--- src/hw/nvmc_defs.vh ---
// Purpose: constants for the nvm program/erase control block
// Assumes: axi4-lite register map, 32-bit words, byte addresses
// Notes:   times in ns, counts derived for a 4 ns bus clock
`ifndef NVMC_DEFS_VH
`define NVMC_DEFS_VH

// ----------------------------------------------------------------
// register offsets
// ----------------------------------------------------------------
`define NVMC_OFF_FLASH_CTRL   8'h00
`define NVMC_OFF_EE_CTRL      8'h04
`define NVMC_OFF_DIV_HIGH     8'h08
`define NVMC_OFF_DIV_LOW      8'h0c
`define NVMC_OFF_STATUS       8'h10
`define NVMC_OFF_IRQ_STAT     8'h14
`define NVMC_OFF_IRQ_MASK     8'h18
`define NVMC_OFF_ROW_ADDR     8'h1c
`define NVMC_OFF_EE_ADDR      8'h20

// ----------------------------------------------------------------
// field positions
// ----------------------------------------------------------------
`define NVMC_FL_PGM_BIT       0
`define NVMC_FL_ERASE_BIT     1
`define NVMC_EE_PULSE_BIT     0
`define NVMC_EE_ERASE_BIT     2
`define NVMC_EE_SELF_BIT      5
`define NVMC_ST_FL_BUSY       0
`define NVMC_ST_EE_BUSY       1
`define NVMC_ST_WR_LIMIT      2
`define NVMC_IRQ_FL_DONE      0
`define NVMC_IRQ_EE_DONE      1
`define NVMC_IRQ_WR_LIMIT     2

// ----------------------------------------------------------------
// sizes and timing
// ----------------------------------------------------------------
`define NVMC_ROW_BYTES        64
`define NVMC_DIV_W            10
`define NVMC_DIV_HIGH_W       2
`define NVMC_DIV_LOW_W        8
`define NVMC_MAX_WRITES       8
`define NVMC_CLK_NS           4
`define NVMC_FL_PGM_NS        20000
`define NVMC_FL_ERASE_NS      100000
`define NVMC_FL_PGM_CYC       ((`NVMC_FL_PGM_NS + `NVMC_CLK_NS - 1) / `NVMC_CLK_NS)
`define NVMC_FL_ERASE_CYC     ((`NVMC_FL_ERASE_NS + `NVMC_CLK_NS - 1) / `NVMC_CLK_NS)
`define NVMC_EE_PGM_TICKS     16'd10
`define NVMC_EE_ERASE_TICKS   16'd20

`endif

--- src/hw/nvmc_sync2.v ---
// Purpose: two-flop synchroniser for one level
// Assumes: input is asynchronous to clk
// Notes:   first flop read only by the second
`timescale 1ns/1ps
`default_nettype none

module nvmc_sync2
(
  input  wire clk,
  input  wire rst,
  input  wire d,
  output wire q
);

  reg meta_r;
  reg sync_r;

  // ----------------------------------------------------------------
  // two-stage capture
  // ----------------------------------------------------------------
  always @(posedge clk or posedge rst)
  begin
    if (rst)
    begin
      meta_r <= 1'b0;
      sync_r <= 1'b0;
    end
    else
    begin
      meta_r <= d;
      sync_r <= meta_r;
    end
  end

  assign q = sync_r;

endmodule // nvmc_sync2
`default_nettype wire

--- src/hw/nvmc_timer.v ---
// Purpose: down counter for a fixed operation duration
// Assumes: tick marks one unit of time
// Notes:   done pulses once when the count runs out
`timescale 1ns/1ps
`default_nettype none

module nvmc_timer #(
  parameter W = 16
)
(
  input  wire         clk,
  input  wire         rst,
  input  wire         start,
  input  wire         abort,
  input  wire         tick,
  input  wire [W-1:0] count,
  output wire         busy,
  output reg          done
);

  reg [W-1:0] cnt_r;
  reg         busy_r;

  // ----------------------------------------------------------------
  // count down on ticks
  // ----------------------------------------------------------------
  always @(posedge clk or posedge rst)
  begin
    if (rst)
    begin
      cnt_r  <= {W{1'b0}};
      busy_r <= 1'b0;
      done   <= 1'b0;
    end
    else
    begin
      done <= 1'b0;
      if (abort)
        busy_r <= 1'b0;
      else if (start)
      begin
        cnt_r  <= count;
        busy_r <= 1'b1;
      end
      else if (busy_r && tick)
      begin
        if (cnt_r <= {{(W-1){1'b0}}, 1'b1})
        begin
          busy_r <= 1'b0;
          done   <= 1'b1;
        end
        else
          cnt_r <= cnt_r - {{(W-1){1'b0}}, 1'b1};
      end
    end
  end

  assign busy = busy_r;

endmodule // nvmc_timer
`default_nettype wire

--- src/hw/nvmc_ctrl.v ---
// Purpose: flash and eeprom program/erase control with axi4-lite registers
// Assumes: sys_clk 250 MHz, crystal_clock_input asynchronous, shadow word static
// Notes:   array cells are outside; this block sequences and times operations
//
// Functional notes
// - flash programming writes a whole 64-byte row per operation.
// - flash erase clears the whole array, with no sector erase.
// - flash program and erase each last a fixed internal time, no re-pulse loop.
// - the eeprom divider counts crystal clock edges, not the bus clock.
// - a 10-bit divide ratio split over high and low registers sets the eeprom time base.
// - the divider registers reload from the shadow word on every reset.
// - eeprom program control bit 5 enables self-timed operation.
// - in self-timed mode the device times the operation itself.
// - in self-timed mode hardware clears the program pulse bit when done.
// - up to eight program writes to one eeprom byte precede one erase.
//
// Local design decisions: the AXI4-Lite slave port and the placing of the registers.
`timescale 1ns/1ps
`default_nettype none
`include "nvmc_defs.vh"

module nvmc_ctrl #(
  parameter FL_PGM_CYC   = `NVMC_FL_PGM_CYC,
  parameter FL_ERASE_CYC = `NVMC_FL_ERASE_CYC
)
(
  input  wire        sys_clk,
  input  wire        rst,
  input  wire        crystal_clock_input,
  input  wire [9:0]  shadow_divider,
  // axi4-lite slave
  input  wire [7:0]  s_axi_awaddr,
  input  wire        s_axi_awvalid,
  output wire        s_axi_awready,
  input  wire [31:0] s_axi_wdata,
  input  wire [3:0]  s_axi_wstrb,
  input  wire        s_axi_wvalid,
  output wire        s_axi_wready,
  output reg  [1:0]  s_axi_bresp,
  output reg         s_axi_bvalid,
  input  wire        s_axi_bready,
  input  wire [7:0]  s_axi_araddr,
  input  wire        s_axi_arvalid,
  output wire        s_axi_arready,
  output reg  [31:0] s_axi_rdata,
  output reg  [1:0]  s_axi_rresp,
  output reg         s_axi_rvalid,
  input  wire        s_axi_rready,
  // array strobes
  output reg         flash_row_program,
  output reg         flash_bulk_erase,
  output reg  [15:0] flash_row_addr,
  output reg         eeprom_high_voltage,
  output reg         eeprom_erase_mode,
  output reg  [15:0] eeprom_byte_addr,
  output wire        irq
);

  // ----------------------------------------------------------------
  // registers
  // ----------------------------------------------------------------
  reg [1:0]  flash_program_control_r;
  reg [7:0]  eeprom_program_control_r;
  reg [1:0]  timebase_divider_high_r;
  reg [7:0]  timebase_divider_low_r;
  reg [2:0]  irq_stat_r;
  reg [2:0]  irq_mask_r;
  reg [15:0] row_addr_r;
  reg [15:0] ee_addr_r;
  reg [3:0]  write_count_r;
  reg [15:0] track_addr_r;
  reg        aw_held_r;
  reg        w_held_r;
  reg [7:0]  aw_addr_r;
  reg [31:0] w_data_r;
  reg [3:0]  w_strb_r;
  reg        shadow_load_r;
  reg [9:0]  pre_cnt_r;
  reg        xtal_d_r;
  reg        ee_tick_r;
  reg        ee_pulse_d_r;

  wire       xtal_s;
  wire       fl_busy;
  wire       fl_done;
  wire       ee_busy;
  wire       ee_done;
  wire [9:0] div_ratio;
  wire       wr_go;
  wire       rd_go;
  wire       ee_pulse;
  wire       ee_self;
  wire       ee_erase;
  wire       ee_start;
  wire       fl_pgm_start;
  wire       fl_erase_start;
  wire       at_limit;

  // ----------------------------------------------------------------
  // crystal clock crossing and prescaler
  // ----------------------------------------------------------------
  nvmc_sync2 u_xtal_sync
  (
    .clk (sys_clk),
    .rst (rst),
    .d   (crystal_clock_input),
    .q   (xtal_s)
  );

  assign div_ratio = {timebase_divider_high_r, timebase_divider_low_r};

  // one tick per div_ratio+1 crystal rising edges
  always @(posedge sys_clk or posedge rst)
  begin
    if (rst)
    begin
      xtal_d_r  <= 1'b0;
      pre_cnt_r <= 10'h000;
      ee_tick_r <= 1'b0;
    end
    else
    begin
      xtal_d_r  <= xtal_s;
      ee_tick_r <= 1'b0;
      if (xtal_s && !xtal_d_r)
      begin
        if (pre_cnt_r >= div_ratio)
        begin
          pre_cnt_r <= 10'h000;
          ee_tick_r <= 1'b1;
        end
        else
          pre_cnt_r <= pre_cnt_r + 10'h001;
      end
    end
  end

  // ----------------------------------------------------------------
  // operation timers
  // ----------------------------------------------------------------
  assign ee_pulse       = eeprom_program_control_r[`NVMC_EE_PULSE_BIT];
  assign ee_self        = eeprom_program_control_r[`NVMC_EE_SELF_BIT];
  assign ee_erase       = eeprom_program_control_r[`NVMC_EE_ERASE_BIT];
  assign ee_start       = ee_pulse && !ee_pulse_d_r && ee_self;
  assign at_limit       = (write_count_r >= `NVMC_MAX_WRITES);
  assign fl_pgm_start   = wr_go && (aw_addr_r == `NVMC_OFF_FLASH_CTRL) && w_strb_r[0]
                          && w_data_r[`NVMC_FL_PGM_BIT] && !fl_busy;
  assign fl_erase_start = wr_go && (aw_addr_r == `NVMC_OFF_FLASH_CTRL) && w_strb_r[0]
                          && w_data_r[`NVMC_FL_ERASE_BIT] && !w_data_r[`NVMC_FL_PGM_BIT]
                          && !fl_busy;

  // flash times are fixed cycle counts, no software in the loop
  nvmc_timer #(.W(32)) u_fl_timer
  (
    .clk   (sys_clk),
    .rst   (rst),
    .start (fl_pgm_start || fl_erase_start),
    .abort (1'b0),
    .tick  (1'b1),
    .count (fl_pgm_start ? FL_PGM_CYC : FL_ERASE_CYC),
    .busy  (fl_busy),
    .done  (fl_done)
  );

  // eeprom timer counts prescaler ticks
  nvmc_timer #(.W(16)) u_ee_timer
  (
    .clk   (sys_clk),
    .rst   (rst),
    .start (ee_start),
    .abort (!ee_pulse),
    .tick  (ee_tick_r),
    .count (ee_erase ? `NVMC_EE_ERASE_TICKS : `NVMC_EE_PGM_TICKS),
    .busy  (ee_busy),
    .done  (ee_done)
  );

  // ----------------------------------------------------------------
  // array strobes
  // ----------------------------------------------------------------
  always @(posedge sys_clk or posedge rst)
  begin
    if (rst)
    begin
      flash_row_program   <= 1'b0;
      flash_bulk_erase    <= 1'b0;
      flash_row_addr      <= 16'h0000;
      eeprom_high_voltage <= 1'b0;
      eeprom_erase_mode   <= 1'b0;
      eeprom_byte_addr    <= 16'h0000;
    end
    else
    begin
      flash_row_program   <= fl_busy && flash_program_control_r[`NVMC_FL_PGM_BIT];
      flash_bulk_erase    <= fl_busy && flash_program_control_r[`NVMC_FL_ERASE_BIT];
      flash_row_addr      <= row_addr_r & ~(16'd`NVMC_ROW_BYTES - 16'd1);
      eeprom_high_voltage <= ee_pulse && (ee_erase || !at_limit);
      eeprom_erase_mode   <= ee_erase;
      eeprom_byte_addr    <= ee_addr_r;
    end
  end

  // ----------------------------------------------------------------
  // axi4-lite handshakes
  // ----------------------------------------------------------------
  assign s_axi_awready = !aw_held_r && !s_axi_bvalid;
  assign s_axi_wready  = !w_held_r && !s_axi_bvalid;
  assign s_axi_arready = !s_axi_rvalid;
  assign wr_go         = aw_held_r && w_held_r && !s_axi_bvalid;
  assign rd_go         = s_axi_arvalid && s_axi_arready;

  // capture address and data in either order
  always @(posedge sys_clk or posedge rst)
  begin
    if (rst)
    begin
      aw_held_r    <= 1'b0;
      w_held_r     <= 1'b0;
      aw_addr_r    <= 8'h00;
      w_data_r     <= 32'h0000_0000;
      w_strb_r     <= 4'h0;
      s_axi_bvalid <= 1'b0;
      s_axi_bresp  <= 2'b00;
    end
    else
    begin
      if (s_axi_awvalid && s_axi_awready)
      begin
        aw_held_r <= 1'b1;
        aw_addr_r <= s_axi_awaddr;
      end
      if (s_axi_wvalid && s_axi_wready)
      begin
        w_held_r <= 1'b1;
        w_data_r <= s_axi_wdata;
        w_strb_r <= s_axi_wstrb;
      end
      if (wr_go)
      begin
        aw_held_r    <= 1'b0;
        w_held_r     <= 1'b0;
        s_axi_bvalid <= 1'b1;
        s_axi_bresp  <= (aw_addr_r <= `NVMC_OFF_EE_ADDR && aw_addr_r[1:0] == 2'b00
                         && aw_addr_r != `NVMC_OFF_STATUS) ? 2'b00 : 2'b10;
      end
      else if (s_axi_bvalid && s_axi_bready)
        s_axi_bvalid <= 1'b0;
    end
  end

  // ----------------------------------------------------------------
  // register writes, shadow reload, hardware clears
  // ----------------------------------------------------------------
  always @(posedge sys_clk or posedge rst)
  begin
    if (rst)
    begin
      flash_program_control_r  <= 2'b00;
      eeprom_program_control_r <= 8'h00;
      timebase_divider_high_r  <= 2'b00;
      timebase_divider_low_r   <= 8'h00;
      irq_mask_r               <= 3'b000;
      row_addr_r               <= 16'h0000;
      ee_addr_r                <= 16'h0000;
      shadow_load_r            <= 1'b1;
      ee_pulse_d_r             <= 1'b0;
    end
    else
    begin
      ee_pulse_d_r  <= ee_pulse;
      shadow_load_r <= 1'b0;
      if (shadow_load_r)
      begin
        timebase_divider_high_r <= shadow_divider[9:8];
        timebase_divider_low_r  <= shadow_divider[7:0];
      end
      if (fl_done)
        flash_program_control_r <= 2'b00;
      if (wr_go && w_strb_r[0])
      begin
        case (aw_addr_r)
          `NVMC_OFF_FLASH_CTRL: if (!fl_busy) // program wins over erase
            flash_program_control_r <= {w_data_r[1] & ~w_data_r[0], w_data_r[0]};
          `NVMC_OFF_EE_CTRL:    eeprom_program_control_r <= w_data_r[7:0] & 8'h25;
          `NVMC_OFF_DIV_HIGH:   timebase_divider_high_r <= w_data_r[1:0];
          `NVMC_OFF_DIV_LOW:    timebase_divider_low_r <= w_data_r[7:0];
          `NVMC_OFF_IRQ_MASK:   irq_mask_r <= w_data_r[2:0];
          `NVMC_OFF_ROW_ADDR:   row_addr_r[7:0] <= w_data_r[7:0];
          `NVMC_OFF_EE_ADDR:    ee_addr_r[7:0] <= w_data_r[7:0];
          default: ;
        endcase
      end
      if (wr_go && w_strb_r[1])
      begin
        if (aw_addr_r == `NVMC_OFF_ROW_ADDR)
          row_addr_r[15:8] <= w_data_r[15:8];
        if (aw_addr_r == `NVMC_OFF_EE_ADDR)
          ee_addr_r[15:8] <= w_data_r[15:8];
      end
      // hardware clear wins over a same-cycle software write
      if (ee_done && ee_self)
        eeprom_program_control_r[`NVMC_EE_PULSE_BIT] <= 1'b0;
    end
  end

  // ----------------------------------------------------------------
  // selective write tracking for the last addressed byte
  // ----------------------------------------------------------------
  always @(posedge sys_clk or posedge rst)
  begin
    if (rst)
    begin
      write_count_r <= 4'h0;
      track_addr_r  <= 16'h0000;
    end
    else if (ee_pulse && !ee_pulse_d_r)
    begin
      if (ee_erase)
        write_count_r <= 4'h0;
      else if (ee_addr_r != track_addr_r)
      begin
        track_addr_r  <= ee_addr_r;
        write_count_r <= 4'h1;
      end
      else if (!at_limit)
        write_count_r <= write_count_r + 4'h1;
    end
  end

  // ----------------------------------------------------------------
  // interrupts: sticky, read clears, set wins
  // ----------------------------------------------------------------
  wire [2:0] irq_set;
  wire       stat_rd;
  assign irq_set = {(ee_pulse && !ee_pulse_d_r && !ee_erase && at_limit), ee_done, fl_done};
  assign stat_rd = rd_go && (s_axi_araddr == `NVMC_OFF_IRQ_STAT);

  always @(posedge sys_clk or posedge rst)
  begin
    if (rst)
      irq_stat_r <= 3'b000;
    else
      irq_stat_r <= irq_set | (stat_rd ? 3'b000 : irq_stat_r);
  end

  assign irq = |(irq_stat_r & irq_mask_r);

  // ----------------------------------------------------------------
  // read channel
  // ----------------------------------------------------------------
  always @(posedge sys_clk or posedge rst)
  begin
    if (rst)
    begin
      s_axi_rvalid <= 1'b0;
      s_axi_rdata  <= 32'h0000_0000;
      s_axi_rresp  <= 2'b00;
    end
    else if (rd_go)
    begin
      s_axi_rvalid <= 1'b1;
      s_axi_rresp  <= 2'b00;
      case (s_axi_araddr)
        `NVMC_OFF_FLASH_CTRL: s_axi_rdata <= {30'h0, flash_program_control_r};
        `NVMC_OFF_EE_CTRL:    s_axi_rdata <= {24'h0, eeprom_program_control_r};
        `NVMC_OFF_DIV_HIGH:   s_axi_rdata <= {30'h0, timebase_divider_high_r};
        `NVMC_OFF_DIV_LOW:    s_axi_rdata <= {24'h0, timebase_divider_low_r};
        `NVMC_OFF_STATUS:     s_axi_rdata <= {25'h0, write_count_r, at_limit, ee_busy, fl_busy};
        `NVMC_OFF_IRQ_STAT:   s_axi_rdata <= {29'h0, irq_stat_r};
        `NVMC_OFF_IRQ_MASK:   s_axi_rdata <= {29'h0, irq_mask_r};
        `NVMC_OFF_ROW_ADDR:   s_axi_rdata <= {16'h0, row_addr_r};
        `NVMC_OFF_EE_ADDR:    s_axi_rdata <= {16'h0, ee_addr_r};
        default:
        begin
          s_axi_rdata <= 32'h0000_0000;
          s_axi_rresp <= 2'b10;
        end
      endcase
    end
    else if (s_axi_rready)
      s_axi_rvalid <= 1'b0;
  end

endmodule // nvmc_ctrl
`default_nettype wire

--- config.mk ---
export PLATFORM = sky130hd
export DESIGN_NAME = nvmc_ctrl
export DESIGN_NICKNAME = d
export VERILOG_FILES = /design/src/hw/nvmc_sync2.v /design/src/hw/nvmc_timer.v /design/src/hw/nvmc_ctrl.v
export VERILOG_INCLUDE_DIRS = /design/src /design/src/hw
export SDC_FILE = /design/constraint.sdc
export NUM_CORES = 1
export LEC_CHECK = 0
export BUFFER_PORTS_ARGS = -buffer_cell sky130_fd_sc_hd__buf_2
export CAP_MARGIN = 20
export CORE_MARGIN = 4
export CORE_UTILIZATION = 50
export DETAILED_ROUTE_END_ITERATION = 12
export GPL_ROUTABILITY_DRIVEN = 0
export PLACE_DENSITY = 0.7
export SYNTH_ARGS = -nofsm -noshare
export SYNTH_HDL_FRONTEND = slang
export SYNTH_SLANG_ARGS = --single-unit
--- constraint.sdc ---
create_clock -name sys_clk -period 14.99 [get_ports sys_clk]
set_input_delay 1.499 -clock sys_clk [delete_from_list [all_inputs] [get_ports sys_clk]]
set_output_delay 1.499 -clock sys_clk [all_outputs]
set_load 0.005 [all_outputs]
==> results.json, run 1 <==
{
  "final_cells": 1258,
  "synth_enable_flop_cells": 0,
  "rr_worst_depth": 7,
  "cts_tree": "built",
  "dpl-instance-area_mm2": 0.0106,
  "synthCells": 879,
  "synthTopCellsByArea": "dfrtp_1 (55%), mux2_2 (9.4%), nor2_1 (3.4%)",
  "dr_total_vias": 6798,
  "slew_viol_final": 0,
  "hold_end": "u_xtal_sync.q",
  "syn-cell-area_mm2": 0.00996,
  "io-pin-count": 148,
  "cts.sinks": 219,
  "synth.ff_latch_count": 219,
  "slew_headroom": 0.358,
  "cts_max_path_buffers": 3,
  "period_minus_slack_ps": 3570,
  "gr-total-overflow": 0,
  "synthArstFlopShare": 1.00,
  "cp-end-kind": "flop",
  "dp_hpwl_mm": 14.7,
  "hold_path_class": "reg2reg",
  "numCtsBuffers": 23,
  "postCtsSetupBuffers": 0,
  "hp-start": "u_xtal_sync.meta_r",
  "vias_per_cell": 5.40,
  "cp_data_arrival_time_ps": 4010,
  "path_class": "in2reg",
  "ant_nets": 0,
  "final_cell_area_mm2": 0.0114,
  "peakVddDrop_mv": 0.188,
  "start_util": 0.510,
  "synth_most_common_cell": "dfrtp_1",
  "first_pass_iters": 7,
  "dpl.cell_count": 1217,
  "crit_path_start_kind": "input port",
  "synth.top_cell.area_share": 0.548,
  "yosysTopAreaCell": "dfrtp_1",
  "drt_iter0_markers": 348,
  "grt_max_degree": 143,
  "rows": 51,
  "port_buffers": 105,
  "finalWirelength_mm": 21.4,
  "drive_gt1_frac": 0.245,
  "area_growth_pct": 14.1,
  "tightestPinTransition_ps": 963,
  "clk_pin_slew_ps": 60,
  "grt_use_total": 0.194,
  "hold_viol": 0,
  "drc": 0,
  "hold_path_depth": 0,
  "maxCapViolations": 0,
  "setup_viol": 0,
  "grt_pass1_vias": 6700,
  "worstPathMaxFanout": 16,
  "finalSetupTns_ps": 0,
  "rrSetupSlack_ps": 11900,
  "wire_per_inst_um": 17.0,
  "holdWs_ps": 360,
  "rsz0062_at_grt": "no",
  "p_leak_nw": 5.71,
  "hold_buffers": 0,
  "h-tree-depth": 1,
  "fillers": 1685,
  "antenna_found_initial": 2,
  "clock_latency_ps": 500,
  "timing.fmax_ghz": 0.280,
  "reg2reg_from": "u_fl_timer.cnt_r[8]",
  "clockRootBuffer": "clkbuf_16",
  "synth.distinct_cells": 68,
  "finClkSkew_ps": 7.47,
  "critPathRequiredTime_ps": 15430,
  "synth_warnings": 0,
  "synth_common_cells": "dfrtp_1 (218), nor2_1 (90), mux2_2 (83)",
  "die_w_um": 149,
  "fin_crit_sh": 0.238,
  "fp.dieH_um": 149,
  "powerDensity_mw_per_mm2": 160,
  "status": "finished, final reports clean",
  "layout.nets": 1064,
  "worstReg2RegEnd": "u_fl_timer.cnt_r[13]",
  "ctsResizeCount": 0,
  "grt_pass1_wl_mm": 34.9,
  "core_mm2": 0.0195,
  "avgSynthCellArea_um2": 11.3,
  "die_area_mm2": 0.0222,
  "seq_area_frac_synth": 0.550,
  "ys.flop_type": "dfrtp_1"
}
-- stage by stage --
step           power [mW]  worst slack [ps]  utilization
2_1_floorplan        1.13              7500            -
3_3_place_gp         1.25             10900        0.544
3_5_place_dp         1.26             10870        0.544
4_1_cts              1.83             11410        0.582
5_1_grt              1.92             11310        0.582
6_report             1.81             11420        0.582
-- worst max-delay path: stages --
cell	delay, ps
buf_2	90
or4_1	670
nor2_1	160
and2_1	590
o21bai_1	420
buf_4	290
a21oi_1	170
a21o_1	100
-- cells by family (layout without fill, tap and decap cells) --
group	Yosys count	in the layout	share of synthesized area
compound gates	125	125	0.0855
xor+xnor	59	59	0.0519
fa+ha+maj	17	17	0.0214
buf+inv	83	172	0.0421
flops	219	219	0.550
mux	98	98	0.109
other cells	1	26	0.000376
simple gates	277	277	0.140
-- worst max path at each step --
| stage | from | end | slack, ps | depth (start not counted) |
|---|---|---|---|---|
| 4_1_cts | s_axi_araddr[1] | s_axi_rdata[4] | 11410 | 8 |
| 6_report | s_axi_araddr[1] | s_axi_rdata[4] | 11420 | 8 |
| 5_1_grt | s_axi_araddr[1] | s_axi_rdata[4] | 11310 | 8 |
| 3_3_place_gp | s_axi_araddr[1] | s_axi_rdata[4] | 10900 | 8 |
| 2_1_floorplan | rst | aw_addr_r[0] | 7500 | 1 |
| 3_5_place_dp | s_axi_araddr[1] | s_axi_rdata[4] | 10870 | 8 |
-- where the power goes --
| part | internal, mW | switching (mW) |
|---|---|---|
| Sequential | 0.693 | 0.111 |
| Combinational | 0.186 | 0.264 |
| Clock | 0.335 | 0.226 |
-- cells in the final DEF (no fill, tap or decap), types with 15 or more instances in the layout --
cell type / synthesis / routed
dfrtp_1: 218 / 218
buf_2: 2 / 105
nor2_1: 90 / 90
mux2_2: 83 / 83
nand2_1: 57 / 57
a21oi_1: 33 / 33
xnor2_1: 33 / 33
o21ai_0: 28 / 28
xor2_1: 26 / 26
conb_1: 1 / 25
nand3_1: 23 / 23
inv_1: 24 / 23
clkbuf_16: 0 / 23
ha_1: 17 / 17
nand4_1: 15 / 15
a21o_1: 15 / 15
mux2i_1: 15 / 15
-- area by class of cell --
type                            instances  area (um^2)  share of cell area
Sequential cell                       219         5480               0.482
Multi-Input combinational cell        601         4160               0.366
Clock buffer                           29          638              0.0561
Timing Repair Buffer                  108          548              0.0482
Tap cell                              265          332              0.0292
Clock inverter                         11          113             0.00991
Inverter                               24         97.6             0.00859
Antenna cell                            1         2.50            0.000220
-- routing by layer --
layer	global-route usage	vias up	part of all wire
met2	0.317	158	0.48
met1	0.274	3355	0.45
met4	0.0531	4	0.022
met3	0.0310	38	0.051
li1	-	3243	-
met5	0	-	0.0012
-- registers in the layout (all words and copies together), names as in the netlist, 10 cells and up --
signal            cells
u_fl_timer.cnt_r     32
ee_addr_r            16
eeprom_byte_addr     16
row_addr_r           16
s_axi_rdata          16
track_addr_r         16
u_ee_timer.cnt_r     16
w_data_r             16
flash_row_addr       10
pre_cnt_r            10
(Power assumes the default switching activity.)
==> run 2, diff against run 1 <==
- PLACE_DENSITY: 0.7 -> 0.73
- clock period: 14.99 -> 3.15 ns (I/O delays scaled with it)
==> run 2 against run 1 <==
- register-to-register slack lost 11000 ps
- worst setup slack lost 11000 ps
- combinational power grew to 5.0 times the previous value
- critical endpoint is now u_fl_timer.cnt_r[7]
- largest power group unchanged
- highest routed layer unchanged
==> results.json, run 2 (same netlist as run 1, synthesis figures left out) <==
{
  "p_int_mw": 5.85,
  "powerDensity_mw_per_mm2": 755,
  "antennaDiodeCount": 0,
  "finClkSkew_ps": 22.1,
  "slew_viol_final": 0,
  "setup_ws_ps": 410,
  "h-tree-depth": 1,
  "cts_max_path_buffers": 3,
  "maxCapViolations": 0,
  "timing.fmax_ghz": 0.365,
  "rsz0062_at_grt": "no",
  "cts_tree": "built",
  "grt_pass1_wl_mm": 35.9,
  "hold_viol": 0,
  "seq_power_share": 0.440,
  "drc": 0,
  "cts.sinks": 219,
  "gr-total-overflow": 0,
  "p_clk_frac": 0.304,
  "dr_total_vias": 6918,
  "clock_latency_ps": 520,
  "antenna_found_initial": 2,
  "rr_worst_depth": 7,
  "ctsResizeCount": 0,
  "cp_slowest_cell": "or4_4",
  "status": "finished, final reports clean",
  "cpLargestDelayFamily": "simple AND/OR/NAND/NOR gates",
  "grt_pass1_vias": 6920,
  "hold_path_class": "in2reg",
  "setup_viol": 0,
  "port_buffers": 105,
  "cp_data_arrival_time_ps": 3100,
  "die_area_mm2": 0.0222,
  "first_pass_iters": 5,
  "p_sw_mw": 2.89,
  "seqCellArea_mm2": 0.00548,
  "drt_iter0_markers": 422,
  "power_frac_comb": 0.255,
  "slew_headroom": 0.466,
  "cp_slowest_stage_delay_ps": 570,
  "crit_cells": 7,
  "period_minus_slack_ps": 2740,
  "fillers": 1637,
  "cp-end-kind": "flop",
  "worstPathMaxFanout": 7,
  "rows": 51,
  "top_register": "u_fl_timer.cnt_r",
  "layout_commonest_cell": "dfrtp_1",
  "drive_gt1_frac": 0.256,
  "start_util": 0.510,
  "path_cells": "or4_4 -> or4_1 -> buf_4 -> o41ai_4 -> or3_1 -> xor2_1 -> nand2_1",
  "final_cell_area_mm2": 0.0116,
  "hold_path_depth": 2,
  "numCtsBuffers": 23,
  "area_growth_pct": 16.1,
  "clk_pin_slew_ps": 60,
  "finalPower_mw": 8.73,
  "core_mm2": 0.0195,
  "critPathRequiredTime_ps": 3510,
  "postCtsSetupBuffers": 0,
  "p_leak_nw": 5.82,
  "final_cell_mix": "dfrtp_1 (218), buf_2 (105), nor2_1 (90), mux2_2 (83), nand2_1 (57)",
  "fp.dieH_um": 149,
  "largest_reg_flops": 32,
  "grt_use_total": 0.200,
  "layout.nets": 1086,
  "die_w_um": 149,
  "grt_max_degree": 57,
  "dpl-instance-area_mm2": 0.0108,
  "hold_buffers": 4,
  "ant_nets": 0,
  "peakVddDrop_mv": 0.667,
  "swShare": 0.331,
  "clockRootBuffer": "clkbuf_16",
  "finalWirelength_mm": 21.9,
  "fin_crit_sh": 0.870,
  "dp_hpwl_mm": 15.4,
  "crit_path_start_kind": "flop",
  "io-pin-count": 148,
  "vias_per_cell": 5.41,
  "place_ws_ps": 426,
  "path_class": "reg2reg",
  "tightestPinTransition_ps": 793,
  "wire_per_inst_um": 17.1,
  "multi_input_area_mm2": 0.00416,
  "critPathBufInv": 1
}
## run 2: cell types whose count changed in the layout (fill, tap and decap cells not counted)
cell | previous run | this run
buf_12 | 0 | 3
inv_6 | 0 | 1
clkinvlp_4 | 3 | 2
clkbuf_8 | 4 | 3
dlygate4sd3_1 | 0 | 4
inv_8 | 1 | 0
clkbuf_1 | 2 | 3
clkinv_4 | 0 | 1
diode_2 | 1 | 0
clkinv_2 | 6 | 5
buf_4 | 3 | 18
## run 2: cell type report
type / count / area share
Inverter: 24 / 0.00812
Tap cell: 265 / 0.0287
Multi-Input combinational cell: 601 / 0.359
Timing Repair Buffer: 130 / 0.0658
Clock buffer: 29 / 0.0543
Sequential cell: 219 / 0.474
Clock inverter: 10 / 0.00952
## run 2: worst reg2reg max path, cell delays in order, from the launching register on
cell	delay [ps]
dfrtp_1	420
or4_4	570
or4_1	450
buf_4	190
o41ai_4	560
or3_1	200
xor2_1	150
nand2_1	70
## run 2: metal layers
layer / routed length [um] / GRT usage / up-vias
li1: - / - / 3292
met1: 9950 / 0.284 / 3414
met2: 10300 / 0.323 / 168
met3: 1170 / 0.0343 / 40
met4: 421 / 0.0476 / 4
met5: 27 / 0 / -
## run 2: final timing paths
path | startpoint | endpoint | slack [ps]
worst max-delay path | u_fl_timer.cnt_r[8] | u_fl_timer.cnt_r[7] | 410
min in group asynchronous | rst | ee_addr_r[2] | 490
worst min-delay path | s_axi_wdata[4] | w_data_r[4] | 30
max in group asynchronous | rst | shadow_load_r | 1880
worst min register to register | u_xtal_sync.meta_r | u_xtal_sync.q | 350
worst max register to register | u_fl_timer.cnt_r[8] | u_fl_timer.cnt_r[7] | 410
## run 2: through the flow
step | utilization | instances | hold WS, ps | TNS (ps)
after global routing | 0.592 | 1278 | 20.7 | 0
after CTS | 0.592 | 1278 | 18.6 | 0
final | 0.592 | 1278 | 31.2 | 0
after detailed placement | 0.552 | 1235 | 336 | 0
after floorplan | - | 903 | 331 | -3980
after global placement | 0.552 | 1235 | 339 | 0
## run 2: power by group through the flow
stage               Sequential (mW)  Combinational, mW  Clock (mW)
finish                         3.84               2.23        2.66
global route                   3.91               2.49        2.85
CTS                            3.83               2.23        2.71
detailed placement             3.88               2.20           0
global placement               3.85               2.17           0
floorplan                      3.66               1.71           0
==> run 3, diff against run 2 <==
- BUFFER_PORTS_ARGS: -buffer_cell sky130_fd_sc_hd__buf_2 -> default
- DONT_BUFFER_PORTS: default -> 1
- PLACE_DENSITY: 0.73 -> 0.67
==> run 3 against run 2 <==
- sequential share of layout area is 0.98 points higher
- cell count is 5.9% lower
- final area is 2.0% lower
- sequential cell count stayed put
- power is 1.0% lower
- register-to-register slack worse by 40 ps
- sequential power hardly changed
- worst setup slack worse by 38 ps
- routed wire length is 3.3% lower
- die area stayed put
- first-iteration DRC count is 14% lower
- critical path type unchanged
- largest power group unchanged
==> results.json, run 3 (same netlist as run 1, synthesis figures left out) <==
{
  "dr_total_vias": 6556,
  "rrSetupSlack_ps": 370,
  "final_cells": 1202,
  "fillers": 1654,
  "worstReg2RegEnd": "timebase_divider_low_r[3]",
  "maxCapViolations": 0,
  "finalWirelength_mm": 21.1,
  "reg2reg_from": "aw_addr_r[1]",
  "status": "finished, final reports clean",
  "dpl.cell_count": 1127,
  "ctsResizeCount": 0,
  "drc": 0,
  "final_cell_mix": "dfrtp_1 (218), nor2_1 (90), mux2_2 (83), nand2_1 (57)",
  "io-pin-count": 148,
  "postCtsSetupBuffers": 0,
  "h-tree-depth": 1,
  "dp_hpwl_mm": 14.8,
  "antenna_found_initial": 0,
  "p_leak_nw": 5.45,
  "peakVddDrop_mv": 0.564,
  "slew_viol_final": 0,
  "cp-end-kind": "flop",
  "largest_reg_flops": 32,
  "start_util": 0.510,
  "dpl-instance-area_mm2": 0.0102,
  "ant_nets": 0,
  "hold_buffers": 33,
  "clk_pin_slew_ps": 60,
  "hp-start": "shadow_divider[6]",
  "first_pass_iters": 4,
  "rsz0062_at_grt": "no",
  "finClkSkew_ps": 8.88,
  "gr-total-overflow": 0,
  "crit_end": "timebase_divider_low_r[3]",
  "cp-startpoint": "aw_addr_r[1]",
  "fp.dieH_um": 149,
  "cts_tree": "built",
  "hold_viol": 0,
  "hold_path_class": "in2reg",
  "die_area_mm2": 0.0222,
  "final_cell_area_mm2": 0.0113,
  "clock_latency_ps": 510,
  "place_ws_ps": 404,
  "area_growth_pct": 13.7,
  "setup_viol": 0,
  "powerDensity_mw_per_mm2": 763,
  "drive_gt1_frac": 0.162,
  "core_mm2": 0.0195,
  "top_register": "u_fl_timer.cnt_r",
  "port_buffers": 0,
  "path_class": "reg2reg",
  "clockRootBuffer": "clkbuf_16",
  "die_w_um": 149,
  "wire_per_inst_um": 17.6,
  "numCtsBuffers": 24,
  "layout_commonest_cell": "dfrtp_1",
  "critPathRequiredTime_ps": 3500,
  "rows": 51,
  "period_minus_slack_ps": 2780,
  "finalPower_mw": 8.64,
  "utilization": 0.580,
  "cp_data_arrival_time_ps": 3130,
  "grt_pass1_wl_mm": 34.8,
  "cts_max_path_buffers": 3,
  "crit_path_start_kind": "flop",
  "worstPathMaxFanout": 16,
  "fin_crit_sh": 0.882,
  "grt_use_total": 0.193,
  "antennaDiodeCount": 0,
  "drt_iter0_markers": 362,
  "cts.sinks": 219,
  "grt_max_degree": 103,
  "timing.fmax_ghz": 0.360,
  "layout.nets": 1008,
  "setup_ws_ps": 372,
  "slew_headroom": 0.482,
  "vias_per_cell": 5.45,
  "tightestPinTransition_ps": 769,
  "rr_worst_depth": 5,
  "grt_pass1_vias": 6572
}
run 3: layout make-up:
class | instances | area, um^2 | area share
tap | 265 | 332 | 0.0293
inverter | 24 | 93.8 | 0.00829
clock inverter | 9 | 75.1 | 0.00663
multi-input combinational | 601 | 4160 | 0.367
clock buffer | 33 | 686 | 0.0605
sequential | 219 | 5480 | 0.484
timing repair buffer | 51 | 503 | 0.0444
run 3: how the worst min path moves through the flow:
stage | end | depth (start not counted)
final | timebase_divider_low_r[6] | 2
after global routing | timebase_divider_low_r[6] | 2
after global placement | aw_addr_r[6] | 1
after floorplan | u_xtal_sync.q | 0
after detailed placement | aw_addr_r[1] | 1
after CTS | timebase_divider_low_r[6] | 2
run 3: routing by layer:
layer	up-vias	wire [um]	track usage
li1	3127	-	-
met1	3261	9330	0.263
met2	138	10200	0.323
met3	30	1210	0.0392
met4	0	418	0.0412
met5	-	0	0
run 3: where the power goes:
| part | switching, mW | internal [mW] |
|---|---|---|
| clock | 1.07 | 1.60 |
| combinational | 1.20 | 0.925 |
| sequential | 0.552 | 3.30 |
| total | 2.82 | 5.82 |
run 3: worst max-delay path, stage by stage (launching register included):
cell	delay (ps)
dfrtp_1	370
or4_1	600
nor4_1	650
nand3_1	650
nor2_1	280
a21oi_1	60
run 3: through the flow:
stage / hold slack [ps] / TNS [ps]
final: 23.6 / 0
after global routing: 13.1 / 0
after CTS: 5.91 / 0
after detailed placement: 116 / 0
after global placement: 113 / 0
after floorplan: 331 / -3980
